--- config.mk ---
export PLATFORM = sky130hd
export DESIGN_NAME = sim_ctrl
export DESIGN_NICKNAME = d
export VERILOG_FILES = /design/src/rtl/sim_pkg.sv /design/src/rtl/sim_ctrl.sv /design/src/rtl/sim_persist.sv
export SDC_FILE = /design/constraint.sdc
export NUM_CORES = 1
export LEC_CHECK = 0
export ABC_AREA = 0
export BUFFER_PORTS_ARGS = -buffer_cell sky130_fd_sc_hd__buf_2
export CAP_MARGIN = 20
export CELL_PAD_IN_SITES_DETAIL_PLACEMENT = 2
export CELL_PAD_IN_SITES_GLOBAL_PLACEMENT = 2
export CORE_MARGIN = 1
export CORE_UTILIZATION = 33
export DETAILED_ROUTE_END_ITERATION = 7
export GPL_ROUTABILITY_DRIVEN = 0
export PLACE_DENSITY = 0.79
export SLEW_MARGIN = 20
export SYNTH_ARGS = -nofsm -noshare
export SYNTH_HDL_FRONTEND = slang
export SYNTH_HIERARCHICAL = 1
export SYNTH_SLANG_ARGS = --single-unit
export TNS_END_PERCENT = 50
--- constraint.sdc ---
create_clock -name i_clock -period 2.25 [get_ports i_clock]
set_input_delay 0 -clock i_clock [delete_from_list [all_inputs] [get_ports i_clock]]
set_output_delay 0 -clock i_clock [all_outputs]
set_load 0.05 [all_outputs]
--- src/rtl/sim_pkg.sv ---
// Package of register map, field layout, reset values and modes for the sensor control bank
package sim_pkg;

    // ------------------------------------------------------------------
    // Register offsets
    // ------------------------------------------------------------------
    localparam logic [7:0] ADDR_IRQ_STATUS    = 8'h00;
    localparam logic [7:0] ADDR_MAIN_CONFIG   = 8'h01;
    localparam logic [7:0] ADDR_AMB_UPPER_HI  = 8'h06;
    localparam logic [7:0] ADDR_AMB_UPPER_LO  = 8'h07;
    localparam logic [7:0] ADDR_AMB_LOWER_HI  = 8'h08;
    localparam logic [7:0] ADDR_AMB_LOWER_LO  = 8'h09;
    localparam logic [7:0] ADDR_PERSIST       = 8'h0a;
    localparam logic [7:0] ADDR_PROX_DIR      = 8'h0b;
    localparam logic [7:0] ADDR_PROX_THR      = 8'h0c;
    localparam logic [7:0] ADDR_GREEN_TRIM    = 8'h0f;
    localparam logic [7:0] ADDR_IR_TRIM       = 8'h10;

    // ------------------------------------------------------------------
    // Reset values
    // ------------------------------------------------------------------
    localparam logic [7:0] RST_IRQ_STATUS     = 8'h04;
    localparam logic [7:0] RST_MAIN_CONFIG    = 8'h24;
    localparam logic [7:0] RST_PERSIST        = 8'h00;
    localparam logic [7:0] RST_PROX_DIR       = 8'h00;
    localparam logic [7:0] RST_PROX_THR       = 8'h00;
    localparam logic [13:0] RST_AMB_THR       = 14'h0000;
    localparam logic [7:0] RST_GREEN_TRIM     = 8'h80;
    localparam logic [7:0] RST_IR_TRIM        = 8'h80;

    // ------------------------------------------------------------------
    // Field positions
    // ------------------------------------------------------------------
    localparam int STAT_AMB_BIT   = 0;
    localparam int STAT_PROX_BIT  = 1;
    localparam int STAT_PWR_BIT   = 2;
    localparam int CFG_AMB_EN_BIT = 0;
    localparam int CFG_PRX_EN_BIT = 1;
    localparam int CFG_MODE_LSB   = 2;
    localparam int CFG_TRIM_BIT   = 5;
    localparam int PST_AMB_LSB    = 0;
    localparam int PST_PRX_LSB    = 2;
    localparam int DIR_ABOVE_BIT  = 6;
    localparam logic [7:0] CFG_MASK  = 8'h3f;
    localparam logic [7:0] PST_MASK  = 8'h0f;
    localparam logic [7:0] DIR_MASK  = 8'h40;
    localparam logic [5:0] THR_HI_MASK = 6'h3f;

    // ------------------------------------------------------------------
    // Operating modes
    // ------------------------------------------------------------------
    localparam logic [2:0] MODE_SHUTDOWN  = 3'h0;
    localparam logic [2:0] MODE_AMB_DIFF  = 3'h1;
    localparam logic [2:0] MODE_AMB_GREEN = 3'h2;
    localparam logic [2:0] MODE_AMB_IR    = 3'h3;
    localparam logic [2:0] MODE_AMB_PROX  = 3'h4;
    localparam logic [2:0] MODE_PROX_ONLY = 3'h5;

    typedef enum logic [1:0] {
        SIM_SRC_DIFF,
        SIM_SRC_GREEN,
        SIM_SRC_IR
    } sim_amb_src_t;

endpackage : sim_pkg

--- src/rtl/sim_ctrl.sv ---
// Interrupt status, mode and gain-trim control bank of the light and proximity sensor
//
// Functional notes
// - Power-on or supply glitch sets power-up flag and restores threshold defaults.
// - Any set status flag drives the active-low interrupt pin low.
// - On first silicon revision the power-up flag does not assert the pin.
// - Reading status clears all three flags and releases the interrupt pin.
// - A zero interrupt enable forces and holds its status flag at zero.
// - Ambient flag sets on persisted out-of-window reading or on ambient overflow.
// - Proximity flag sets when reading exceeds threshold longer than persist count.
// - Ambient and proximity flags stick until status read or enable cleared.
// - Power-up flag stays set until status read; config writes never clear it.
// - Trim select 0 uses host trim gains; 1 uses factory gains, ignores writes.
// - Mode 000 shutdown, 001 difference, 010 green only, 011 infrared only.
// - Ambient-only modes neither measure proximity nor update proximity results.
// - Mode 100 interleaves both channels; mode 101 runs proximity only.
// - Enabled ambient overflow sets the ambient flag and pulls interrupt low.
`timescale 1ns/1ps
module sim_ctrl
    import sim_pkg::*;
#(
    parameter bit   FIRST_REV = 1'b0,
    parameter int   GREEN_W   = 7,
    parameter int   IR_W      = 9
) (
    input  wire logic                i_clock,
    input  wire logic                i_rstn,
    input  wire logic                i_supply_glitch,
    input  wire logic                i_reg_wr,
    input  wire logic                i_reg_rd,
    input  wire logic [7:0]          i_reg_addr,
    input  wire logic [7:0]          i_reg_wdata,
    output logic      [7:0]          o_reg_rdata,
    input  wire logic                i_ambient_valid,
    input  wire logic [13:0]         i_ambient_data,
    input  wire logic                i_ambient_overflow,
    input  wire logic                i_prox_valid,
    input  wire logic [7:0]          i_prox_data,
    input  wire logic [GREEN_W-1:0]  i_factory_green_gain,
    input  wire logic [IR_W-1:0]     i_factory_ir_gain,
    input  wire logic                i_int_n_in,
    output logic                     o_int_n_out,
    output logic                     o_int_n_oe_n,
    output logic                     o_analog_on,
    output logic                     o_ambient_run,
    output logic                     o_proximity_run,
    output sim_pkg::sim_amb_src_t    o_ambient_source,
    output logic [GREEN_W-1:0]       o_green_gain,
    output logic [IR_W-1:0]          o_ir_gain
);
    import sim_pkg::*;

    // ------------------------------------------------------------------
    // Register state
    // ------------------------------------------------------------------
    logic [2:0]   stat_q,    stat_d;
    logic [7:0]   cfg_q,     cfg_d;
    logic [13:0]  up_thr_q,  up_thr_d;
    logic [13:0]  lo_thr_q,  lo_thr_d;
    logic [7:0]   pst_q,     pst_d;
    logic [7:0]   dir_q,     dir_d;
    logic [7:0]   pthr_q,    pthr_d;
    logic [7:0]   gtrim_q,   gtrim_d;
    logic [7:0]   irtrim_q,  irtrim_d;
    logic [7:0]   rdata_q,   rdata_d;
    logic         oe_n_q,    oe_n_d;
    logic         anon_q,    anon_d;
    logic         arun_q,    arun_d;
    logic         prun_q,    prun_d;
    sim_amb_src_t src_q,     src_d;
    logic [GREEN_W-1:0] ggain_q, ggain_d;
    logic [IR_W-1:0]    irgain_q, irgain_d;

    logic [2:0]   mode;
    logic         amb_en;
    logic         prx_en;
    logic         amb_active;
    logic         prx_active;
    logic         amb_out;
    logic         prx_hit;
    logic         amb_fire;
    logic         prx_fire;
    logic         stat_read;
    logic         wr_any;

    assign mode   = cfg_q[CFG_MODE_LSB +: 3];
    assign amb_en = cfg_q[CFG_AMB_EN_BIT];
    assign prx_en = cfg_q[CFG_PRX_EN_BIT];

    function automatic logic wr_hit(input logic [7:0] addr);
        wr_hit = i_reg_wr && (i_reg_addr == addr);
    endfunction : wr_hit

    // ------------------------------------------------------------------
    // Mode decode
    // ------------------------------------------------------------------
    // Reserved codes decode like shutdown so a stray write cannot start a channel
    always_comb begin
        amb_active = 1'b0;
        prx_active = 1'b0;
        src_d      = SIM_SRC_DIFF;
        unique case (mode)
            MODE_AMB_DIFF:  begin amb_active = 1'b1; src_d = SIM_SRC_DIFF;  end
            MODE_AMB_GREEN: begin amb_active = 1'b1; src_d = SIM_SRC_GREEN; end
            MODE_AMB_IR:    begin amb_active = 1'b1; src_d = SIM_SRC_IR;    end
            MODE_AMB_PROX:  begin amb_active = 1'b1; prx_active = 1'b1;     end
            MODE_PROX_ONLY: begin prx_active = 1'b1;                       end
            default:        begin amb_active = 1'b0; prx_active = 1'b0;     end
        endcase
    end

    assign anon_d = amb_active || prx_active;
    assign arun_d = amb_active;
    assign prun_d = prx_active;

    // ------------------------------------------------------------------
    // Threshold compare and persist filters
    // ------------------------------------------------------------------
    assign amb_out = (i_ambient_data > up_thr_q) || (i_ambient_data < lo_thr_q);
    assign prx_hit = i_prox_data > pthr_q;

    sim_persist #(.CNT_W(3)) u_amb_persist (
        .i_clock (i_clock),
        .i_rstn  (i_rstn),
        .i_sample(i_ambient_valid && amb_active && amb_en),
        .i_hit   (amb_out),
        .i_clear (!amb_active || !amb_en || i_supply_glitch),
        .i_limit (pst_q[PST_AMB_LSB +: 2]),
        .o_fire  (amb_fire)
    );

    sim_persist #(.CNT_W(3)) u_prx_persist (
        .i_clock (i_clock),
        .i_rstn  (i_rstn),
        .i_sample(i_prox_valid && prx_active && prx_en),
        .i_hit   (prx_hit),
        .i_clear (!prx_active || !prx_en || i_supply_glitch),
        .i_limit (pst_q[PST_PRX_LSB +: 2]),
        .o_fire  (prx_fire)
    );

    // ------------------------------------------------------------------
    // Status flags
    // ------------------------------------------------------------------
    assign stat_read = i_reg_rd && (i_reg_addr == ADDR_IRQ_STATUS);

    // Clear first, then set, so an event in the read cycle survives into the next read
    always_comb begin
        stat_d = stat_q;
        if (stat_read) begin
            stat_d = 3'h0;
        end
        if (amb_fire) begin
            stat_d[STAT_AMB_BIT] = 1'b1;
        end
        if (i_ambient_overflow && amb_active && amb_en) begin
            stat_d[STAT_AMB_BIT] = 1'b1;
        end
        if (prx_fire) begin
            stat_d[STAT_PROX_BIT] = 1'b1;
        end
        if (!cfg_d[CFG_AMB_EN_BIT]) begin
            stat_d[STAT_AMB_BIT] = 1'b0;
        end
        if (!cfg_d[CFG_PRX_EN_BIT]) begin
            stat_d[STAT_PROX_BIT] = 1'b0;
        end
        if (i_supply_glitch) begin
            stat_d[STAT_PWR_BIT] = 1'b1;
        end
    end

    // Pin follows the next flag value so it moves in the same cycle as the status bits
    always_comb begin
        oe_n_d = !(stat_d[STAT_AMB_BIT] || stat_d[STAT_PROX_BIT]
                   || (stat_d[STAT_PWR_BIT] && !FIRST_REV));
    end

    // ------------------------------------------------------------------
    // Configuration writes
    // ------------------------------------------------------------------
    always_comb begin
        cfg_d    = cfg_q;
        up_thr_d = up_thr_q;
        lo_thr_d = lo_thr_q;
        pst_d    = pst_q;
        dir_d    = dir_q;
        pthr_d   = pthr_q;
        gtrim_d  = gtrim_q;
        irtrim_d = irtrim_q;
        if (wr_hit(ADDR_MAIN_CONFIG))  cfg_d  = i_reg_wdata & CFG_MASK;
        if (wr_hit(ADDR_AMB_UPPER_HI)) up_thr_d[13:8] = i_reg_wdata[5:0] & THR_HI_MASK;
        if (wr_hit(ADDR_AMB_UPPER_LO)) up_thr_d[7:0]  = i_reg_wdata;
        if (wr_hit(ADDR_AMB_LOWER_HI)) lo_thr_d[13:8] = i_reg_wdata[5:0] & THR_HI_MASK;
        if (wr_hit(ADDR_AMB_LOWER_LO)) lo_thr_d[7:0]  = i_reg_wdata;
        if (wr_hit(ADDR_PERSIST))      pst_d  = i_reg_wdata & PST_MASK;
        if (wr_hit(ADDR_PROX_DIR))     dir_d  = i_reg_wdata & DIR_MASK;
        if (wr_hit(ADDR_PROX_THR))     pthr_d = i_reg_wdata;
        // Factory gain select locks out writes to the trim bytes; reads still return them
        if (wr_hit(ADDR_GREEN_TRIM) && !cfg_q[CFG_TRIM_BIT]) gtrim_d  = i_reg_wdata;
        if (wr_hit(ADDR_IR_TRIM) && !cfg_q[CFG_TRIM_BIT])    irtrim_d = i_reg_wdata;
        if (i_supply_glitch) begin
            up_thr_d = RST_AMB_THR;
            lo_thr_d = RST_AMB_THR;
            pst_d    = RST_PERSIST;
            dir_d    = RST_PROX_DIR;
            pthr_d   = RST_PROX_THR;
        end
    end

    // ------------------------------------------------------------------
    // Gain select and read mux
    // ------------------------------------------------------------------
    always_comb begin
        if (cfg_q[CFG_TRIM_BIT]) begin
            ggain_d  = i_factory_green_gain;
            irgain_d = i_factory_ir_gain;
        end else begin
            ggain_d  = gtrim_q[7:1];
            irgain_d = {irtrim_q, gtrim_q[0]};
        end
    end

    always_comb begin
        rdata_d = rdata_q;
        if (i_reg_rd) begin
            unique case (i_reg_addr)
                ADDR_IRQ_STATUS:   rdata_d = {5'h00, stat_q};
                ADDR_MAIN_CONFIG:  rdata_d = cfg_q;
                ADDR_AMB_UPPER_HI: rdata_d = {2'h0, up_thr_q[13:8]};
                ADDR_AMB_UPPER_LO: rdata_d = up_thr_q[7:0];
                ADDR_AMB_LOWER_HI: rdata_d = {2'h0, lo_thr_q[13:8]};
                ADDR_AMB_LOWER_LO: rdata_d = lo_thr_q[7:0];
                ADDR_PERSIST:      rdata_d = pst_q;
                ADDR_PROX_DIR:     rdata_d = dir_q;
                ADDR_PROX_THR:     rdata_d = pthr_q;
                ADDR_GREEN_TRIM:   rdata_d = gtrim_q;
                ADDR_IR_TRIM:      rdata_d = irtrim_q;
                default:           rdata_d = 8'h00;
            endcase
        end
    end

    // ------------------------------------------------------------------
    // Registers
    // ------------------------------------------------------------------
    always_ff @(posedge i_clock or negedge i_rstn) begin
        if (!i_rstn) begin
            stat_q   <= RST_IRQ_STATUS[2:0];
            cfg_q    <= RST_MAIN_CONFIG;
            up_thr_q <= RST_AMB_THR;
            lo_thr_q <= RST_AMB_THR;
            pst_q    <= RST_PERSIST;
            dir_q    <= RST_PROX_DIR;
            pthr_q   <= RST_PROX_THR;
            gtrim_q  <= RST_GREEN_TRIM;
            irtrim_q <= RST_IR_TRIM;
            rdata_q  <= 8'h00;
            oe_n_q   <= FIRST_REV;
            anon_q   <= 1'b0;
            arun_q   <= 1'b0;
            prun_q   <= 1'b0;
            src_q    <= SIM_SRC_DIFF;
            ggain_q  <= '0;
            irgain_q <= '0;
        end else begin
            stat_q   <= stat_d;
            cfg_q    <= cfg_d;
            up_thr_q <= up_thr_d;
            lo_thr_q <= lo_thr_d;
            pst_q    <= pst_d;
            dir_q    <= dir_d;
            pthr_q   <= pthr_d;
            gtrim_q  <= gtrim_d;
            irtrim_q <= irtrim_d;
            rdata_q  <= rdata_d;
            oe_n_q   <= oe_n_d;
            anon_q   <= anon_d;
            arun_q   <= arun_d;
            prun_q   <= prun_d;
            src_q    <= src_d;
            ggain_q  <= ggain_d;
            irgain_q <= irgain_d;
        end
    end

    // Open-drain: the data level is always low, only the enable moves
    always_ff @(posedge i_clock or negedge i_rstn) begin
        if (!i_rstn) begin
            o_int_n_out <= 1'b0;
        end else begin
            o_int_n_out <= 1'b0;
        end
    end

    assign o_reg_rdata      = rdata_q;
    assign o_int_n_oe_n     = oe_n_q;
    assign o_analog_on      = anon_q;
    assign o_ambient_run    = arun_q;
    assign o_proximity_run  = prun_q;
    assign o_ambient_source = src_q;
    assign o_green_gain     = ggain_q;
    assign o_ir_gain        = irgain_q;

endmodule : sim_ctrl

--- src/rtl/sim_persist.sv ---
// Persist filter: counts consecutive qualifying readings and fires when the count passes a limit
`timescale 1ns/1ps
module sim_persist #(
    parameter int CNT_W = 3
) (
    input  wire logic             i_clock,
    input  wire logic             i_rstn,
    input  wire logic             i_sample,
    input  wire logic             i_hit,
    input  wire logic             i_clear,
    input  wire logic [1:0]       i_limit,
    output logic                  o_fire
);
    logic [CNT_W-1:0] cnt_q;
    logic [CNT_W-1:0] cnt_d;

    // One reading more than the limit is needed, so limit 0 fires on the first hit
    always_comb begin
        cnt_d  = cnt_q;
        o_fire = 1'b0;
        if (i_clear) begin
            cnt_d = '0;
        end else if (i_sample) begin
            if (!i_hit) begin
                cnt_d = '0;
            end else if (cnt_q >= CNT_W'(i_limit)) begin
                o_fire = 1'b1;
            end else begin
                cnt_d = cnt_q + CNT_W'(1);
            end
        end
    end

    always_ff @(posedge i_clock or negedge i_rstn) begin
        if (!i_rstn) begin
            cnt_q <= '0;
        end else begin
            cnt_q <= cnt_d;
        end
    end

endmodule : sim_persist

==> impl_metrics.py <==
metrics = {
    "status": {
        "status": "finished, violations left",
        "violations": "negative setup slack",
    },
    "critical_path": {
        "rr_startpoint": "pthr_q[3]",
        "path_delay_family": "compound AO/OA/AOI/OAI gates",
        "cp_max_fo": 2,
        "max_stage_delay_ps": 410,
        "critPathBufInv": 1,
        "timing.rr.end": "o_int_n_oe_n",
        "r2r_setup_slack_ps": -60,
        "required_ps": 2530,
        "slowest_stage": "dfrtp_1",
        "cp_cell_sequence": "inv_2 > ha_4 > and3_4 > a221o_1 > a221oi_2 > a31oi_2 > nand2_1 > nor3_2 > a21o_1 > and2_4 > nor3_4",
        "setup.worst_path.class": "flip-flop to flip-flop",
        "end_kind": "flip-flop",
        "ff2ff_path_depth": 11,
        "cp.arrival_ps": 2600,
        "crit_path_start_kind": "flip-flop",
        "crit_start": "pthr_q[3]",
    },
    "worst_hold_path": {
        "hold_path_startpoint": "i_reg_wdata[5]",
        "min_to": "up_thr_q[5]",
        "hold_depth": 3,
        "hold_class": "input pin to flip-flop",
    },
    "die": {
        "start_util_pct": 33.57,
        "core.rowCount": 49,
        "coreArea_um2": 17960,
        "die_area_um2": 18820,
        "die_w_um": 137.2,
        "die_h_um": 137.2,
        "num_io_pins": 94,
    },
    "synth": {
        "avgSynthCellArea_um2": 10.42,
        "ys_seq_elements": 102,
        "netlist_instances": 579,
        "synth.area.top_cells": "dfrtp_1 (40%), ha_1 (8.5%), mux2_2 (7.5%), mux2i_1 (7.0%), inv_1 (3.0%)",
        "ys_warn_count": 6,
        "synth.distinct_cells": 71,
        "synth_top_area_share_pct": 40.25,
        "synth_nets": 683,
        "ys_async_sr_fraction_pct": 100.0,
        "synth_top_area_cell": "dfrtp_1",
        "ys_dominant_reg_cell": "dfrtp_1",
        "synth-edff-count": 0,
        "ys_seq_area_share_pct": 42.43,
        "synth_area_um2": 6031,
    },
    "clock_network": {
        "cts.clk_slew.worst_paths_ps": 70,
        "clk_latency_ps": 360,
        "clockBufferDepth": 2,
        "numCtsBuffers": 9,
        "cts-htree-levels": 3,
        "cts_tree": "yes",
        "root_buffer": "clkbuf_16",
        "numClockSinks": 102,
    },
    "grt": {
        "grt_pass1_wl_um": 34520,
        "grt_max_degree": 63,
        "antenna_found_initial": 0,
        "grt_usage_pct": 25.02,
        "grt_pass1_vias": 5832,
        "grt_overflow": 0,
    },
    "sta": {
        "fmax_mhz": 432.2,
        "hold_viol": 0,
        "drv_slew": 0,
        "finalWorstSetupSlack_ps": -63.97,
        "finClkSkew_ps": 12.46,
        "maxSlewHeadroom_pct": 37.23,
        "finalSetupViolCount": 3,
        "period_share_pct": 102.8,
        "rsz0062_at_grt": "true",
        "finalCriticalPeriod_ps": 2314,
        "tightest_slew_ps": 937.5,
    },
    "drt": {
        "drcViolationCount": 0,
        "wl_um": 22810,
        "routed-via-count": 5251,
        "wl_per_cell_um": 23.71,
        "drt_first_pass_iters": 4,
        "first_iter_violations": 246,
        "ant_nets": 0,
        "via_per_inst": 5.458,
    },
    "place": {
        "placed_cells": 915,
        "dp_hpwl_um": 16180,
        "dpl_worst_slack_ps": -178.3,
        "numPortBuffers": 91,
        "place_area_um2": 6982,
    },
    "power": {
        "ir_worst_vdd_v": 0.0003663,
        "power.leakage_nw": 3.730,
        "finalPower_mw": 4.230,
        "power_density_nw_per_um2": 541.4,
    },
    "layout": {
        "final_nets": 833,
        "n_antenna_cell": 0,
        "final_cell_area_um2": 7812,
        "fillers": 1909,
        "synthToLayoutAreaGrowth_pct": 29.54,
        "layout-drive-gt1-share_pct": 35.74,
        "instances_no_fill": 962,
    },
    "flow_run": {
        "drv_cap": 0,
    },
}
-- through the flow --
step                hold WS (ps)  util (%)  TNS, ps
floorplan                 -295.6         -        0
CTS                        8.481     42.36   -18.79
finish                     35.78     43.49   -163.1
global route               44.78     43.49   -478.0
detailed placement         40.48     38.87   -646.7
global placement           27.70     38.87   -60.64
-- routing by layer --
| metal | wire, um | global-route usage, % | part of all wire, % | vias up |
|---|---|---|---|---|
| li1 | - | - | - | 2385 |
| met3 | 671 | 3.569 | 2.9 | 21 |
| met5 | 0 | 0 | 0 | - |
| met4 | 345 | 7.631 | 1.5 | 0 |
| met2 | 12000 | 45.40 | 53 | 106 |
| met1 | 9790 | 30.40 | 43 | 2739 |
-- sequential cells by signal, summed over array words and instances, names as in the netlist --
signal,cells
pthr_q,8
u_prx_persist/cnt_q,3
pst_q,4
o_ir_gain,9
cfg_q,6
o_green_gain,7
o_ambient_run,1
o_reg_rdata,8
o_analog_on,1
up_thr_q,14
o_ambient_source,2
u_amb_persist/cnt_q,3
stat_q,3
dir_q,1
irtrim_q,8
o_int_n_oe_n,1
gtrim_q,8
lo_thr_q,14
o_proximity_run,1
-- worst register-to-register path: stages (launching register included) --
cell and delay, ps:
dfrtp_1 410, inv_2 100, ha_4 210, and3_4 170, a221o_1 330, a221oi_2 310, a31oi_2 90, nand2_1 100
nor3_2 40, a21o_1 160, and2_4 150, nor3_4 180
-- repair_timing --
| action | in CTS | in global routing |
|---|---|---|
| pin swaps | 10 | 19 |
| setup endpoints to repair | 6 | 7 |
| buffers inserted | 4 | 10 |
| gates resized for setup | 17 | 24 |
| hold endpoints to repair | 59 | 0 |
| hold buffers | 19 | 0 |
-- power by group --
group | internal [mW] | switching (mW) | total, mW
sequential | 1.88 | 0.0330 | 1.91
clock | 0.969 | 0.719 | 1.69
combinational | 0.229 | 0.398 | 0.627
total | 3.08 | 1.15 | 4.23
-- cells by family after synthesis --
logic type | count (synthesis) | synth area share (%)
adders and majority gates | 41 | 8.506
DFF | 102 | 42.43
AOI/OAI and AO/OA | 105 | 12.74
other | 1 | 0.06218
muxes | 82 | 14.44
buffers and inverters | 78 | 5.435
and+or+nand+nor | 170 | 16.39
-- placed cells by master (no fill, tap or decap), drive strengths merged, types with 3 or more instances in the layout --
cell           n
nand2         36
o221ai         3
and4           3
a32o           3
nor3b          3
nor4           4
buf          149
a21oi         24
dfstp          5
ha            41
nand2b         6
and2           6
nor3           8
a21o          10
inv           48
o21a           6
o211ai         7
nand3b         7
o21ai          7
dfrtp         97
dlygate4sd3   19
mux2i         42
nor2b          8
nand3         13
a31oi          6
a221oi         6
clkbuf        11
a32oi          9
a22oi          3
and3           6
and4b          3
o2bb2ai        5
nor2          47
mux2          40
nand4         11
-- worst max path at each step --
stage,cells past startpoint,end
floorplan,11,o_int_n_oe_n
global placement,13,o_int_n_oe_n
detailed placement,11,u_amb_persist/cnt_q[0]
CTS,9,u_amb_persist/cnt_q[0]
global route,10,u_prx_persist/cnt_q[0]
finish,11,o_int_n_oe_n
-- cell usage after synthesis, drive strengths merged, types with 4 or more instances --
library cell  number
a21o              10
ha                41
nor2b              8
o211ai             7
o2bb2ai            5
a31oi              6
nor2              47
a221oi             6
nor4               4
a21oi             24
nand4             11
a32oi              9
and2               6
nand2             36
o21a               6
nor3               8
o21ai              7
mux2i             42
clkbuf            11
mux2              40
nand3             13
dfstp              5
and3               6
dfrtp             97
buf               18
nand2b             6
nand3b             7
inv               48
-- cell type report --
cell class | count | area [um^2] | share of cell area, %
multi-input cells | 399 | 3378 | 43.24
flip-flops and latches | 102 | 2559 | 32.75
repair buffers | 168 | 1100 | 14.08
well taps | 229 | 286.5 | 3.668
clock buffers | 11 | 232.7 | 2.979
inverters | 49 | 183.9 | 2.354
clock inverters | 4 | 72.57 | 0.9289
Note: power is estimated with default switching activity, not from simulation.
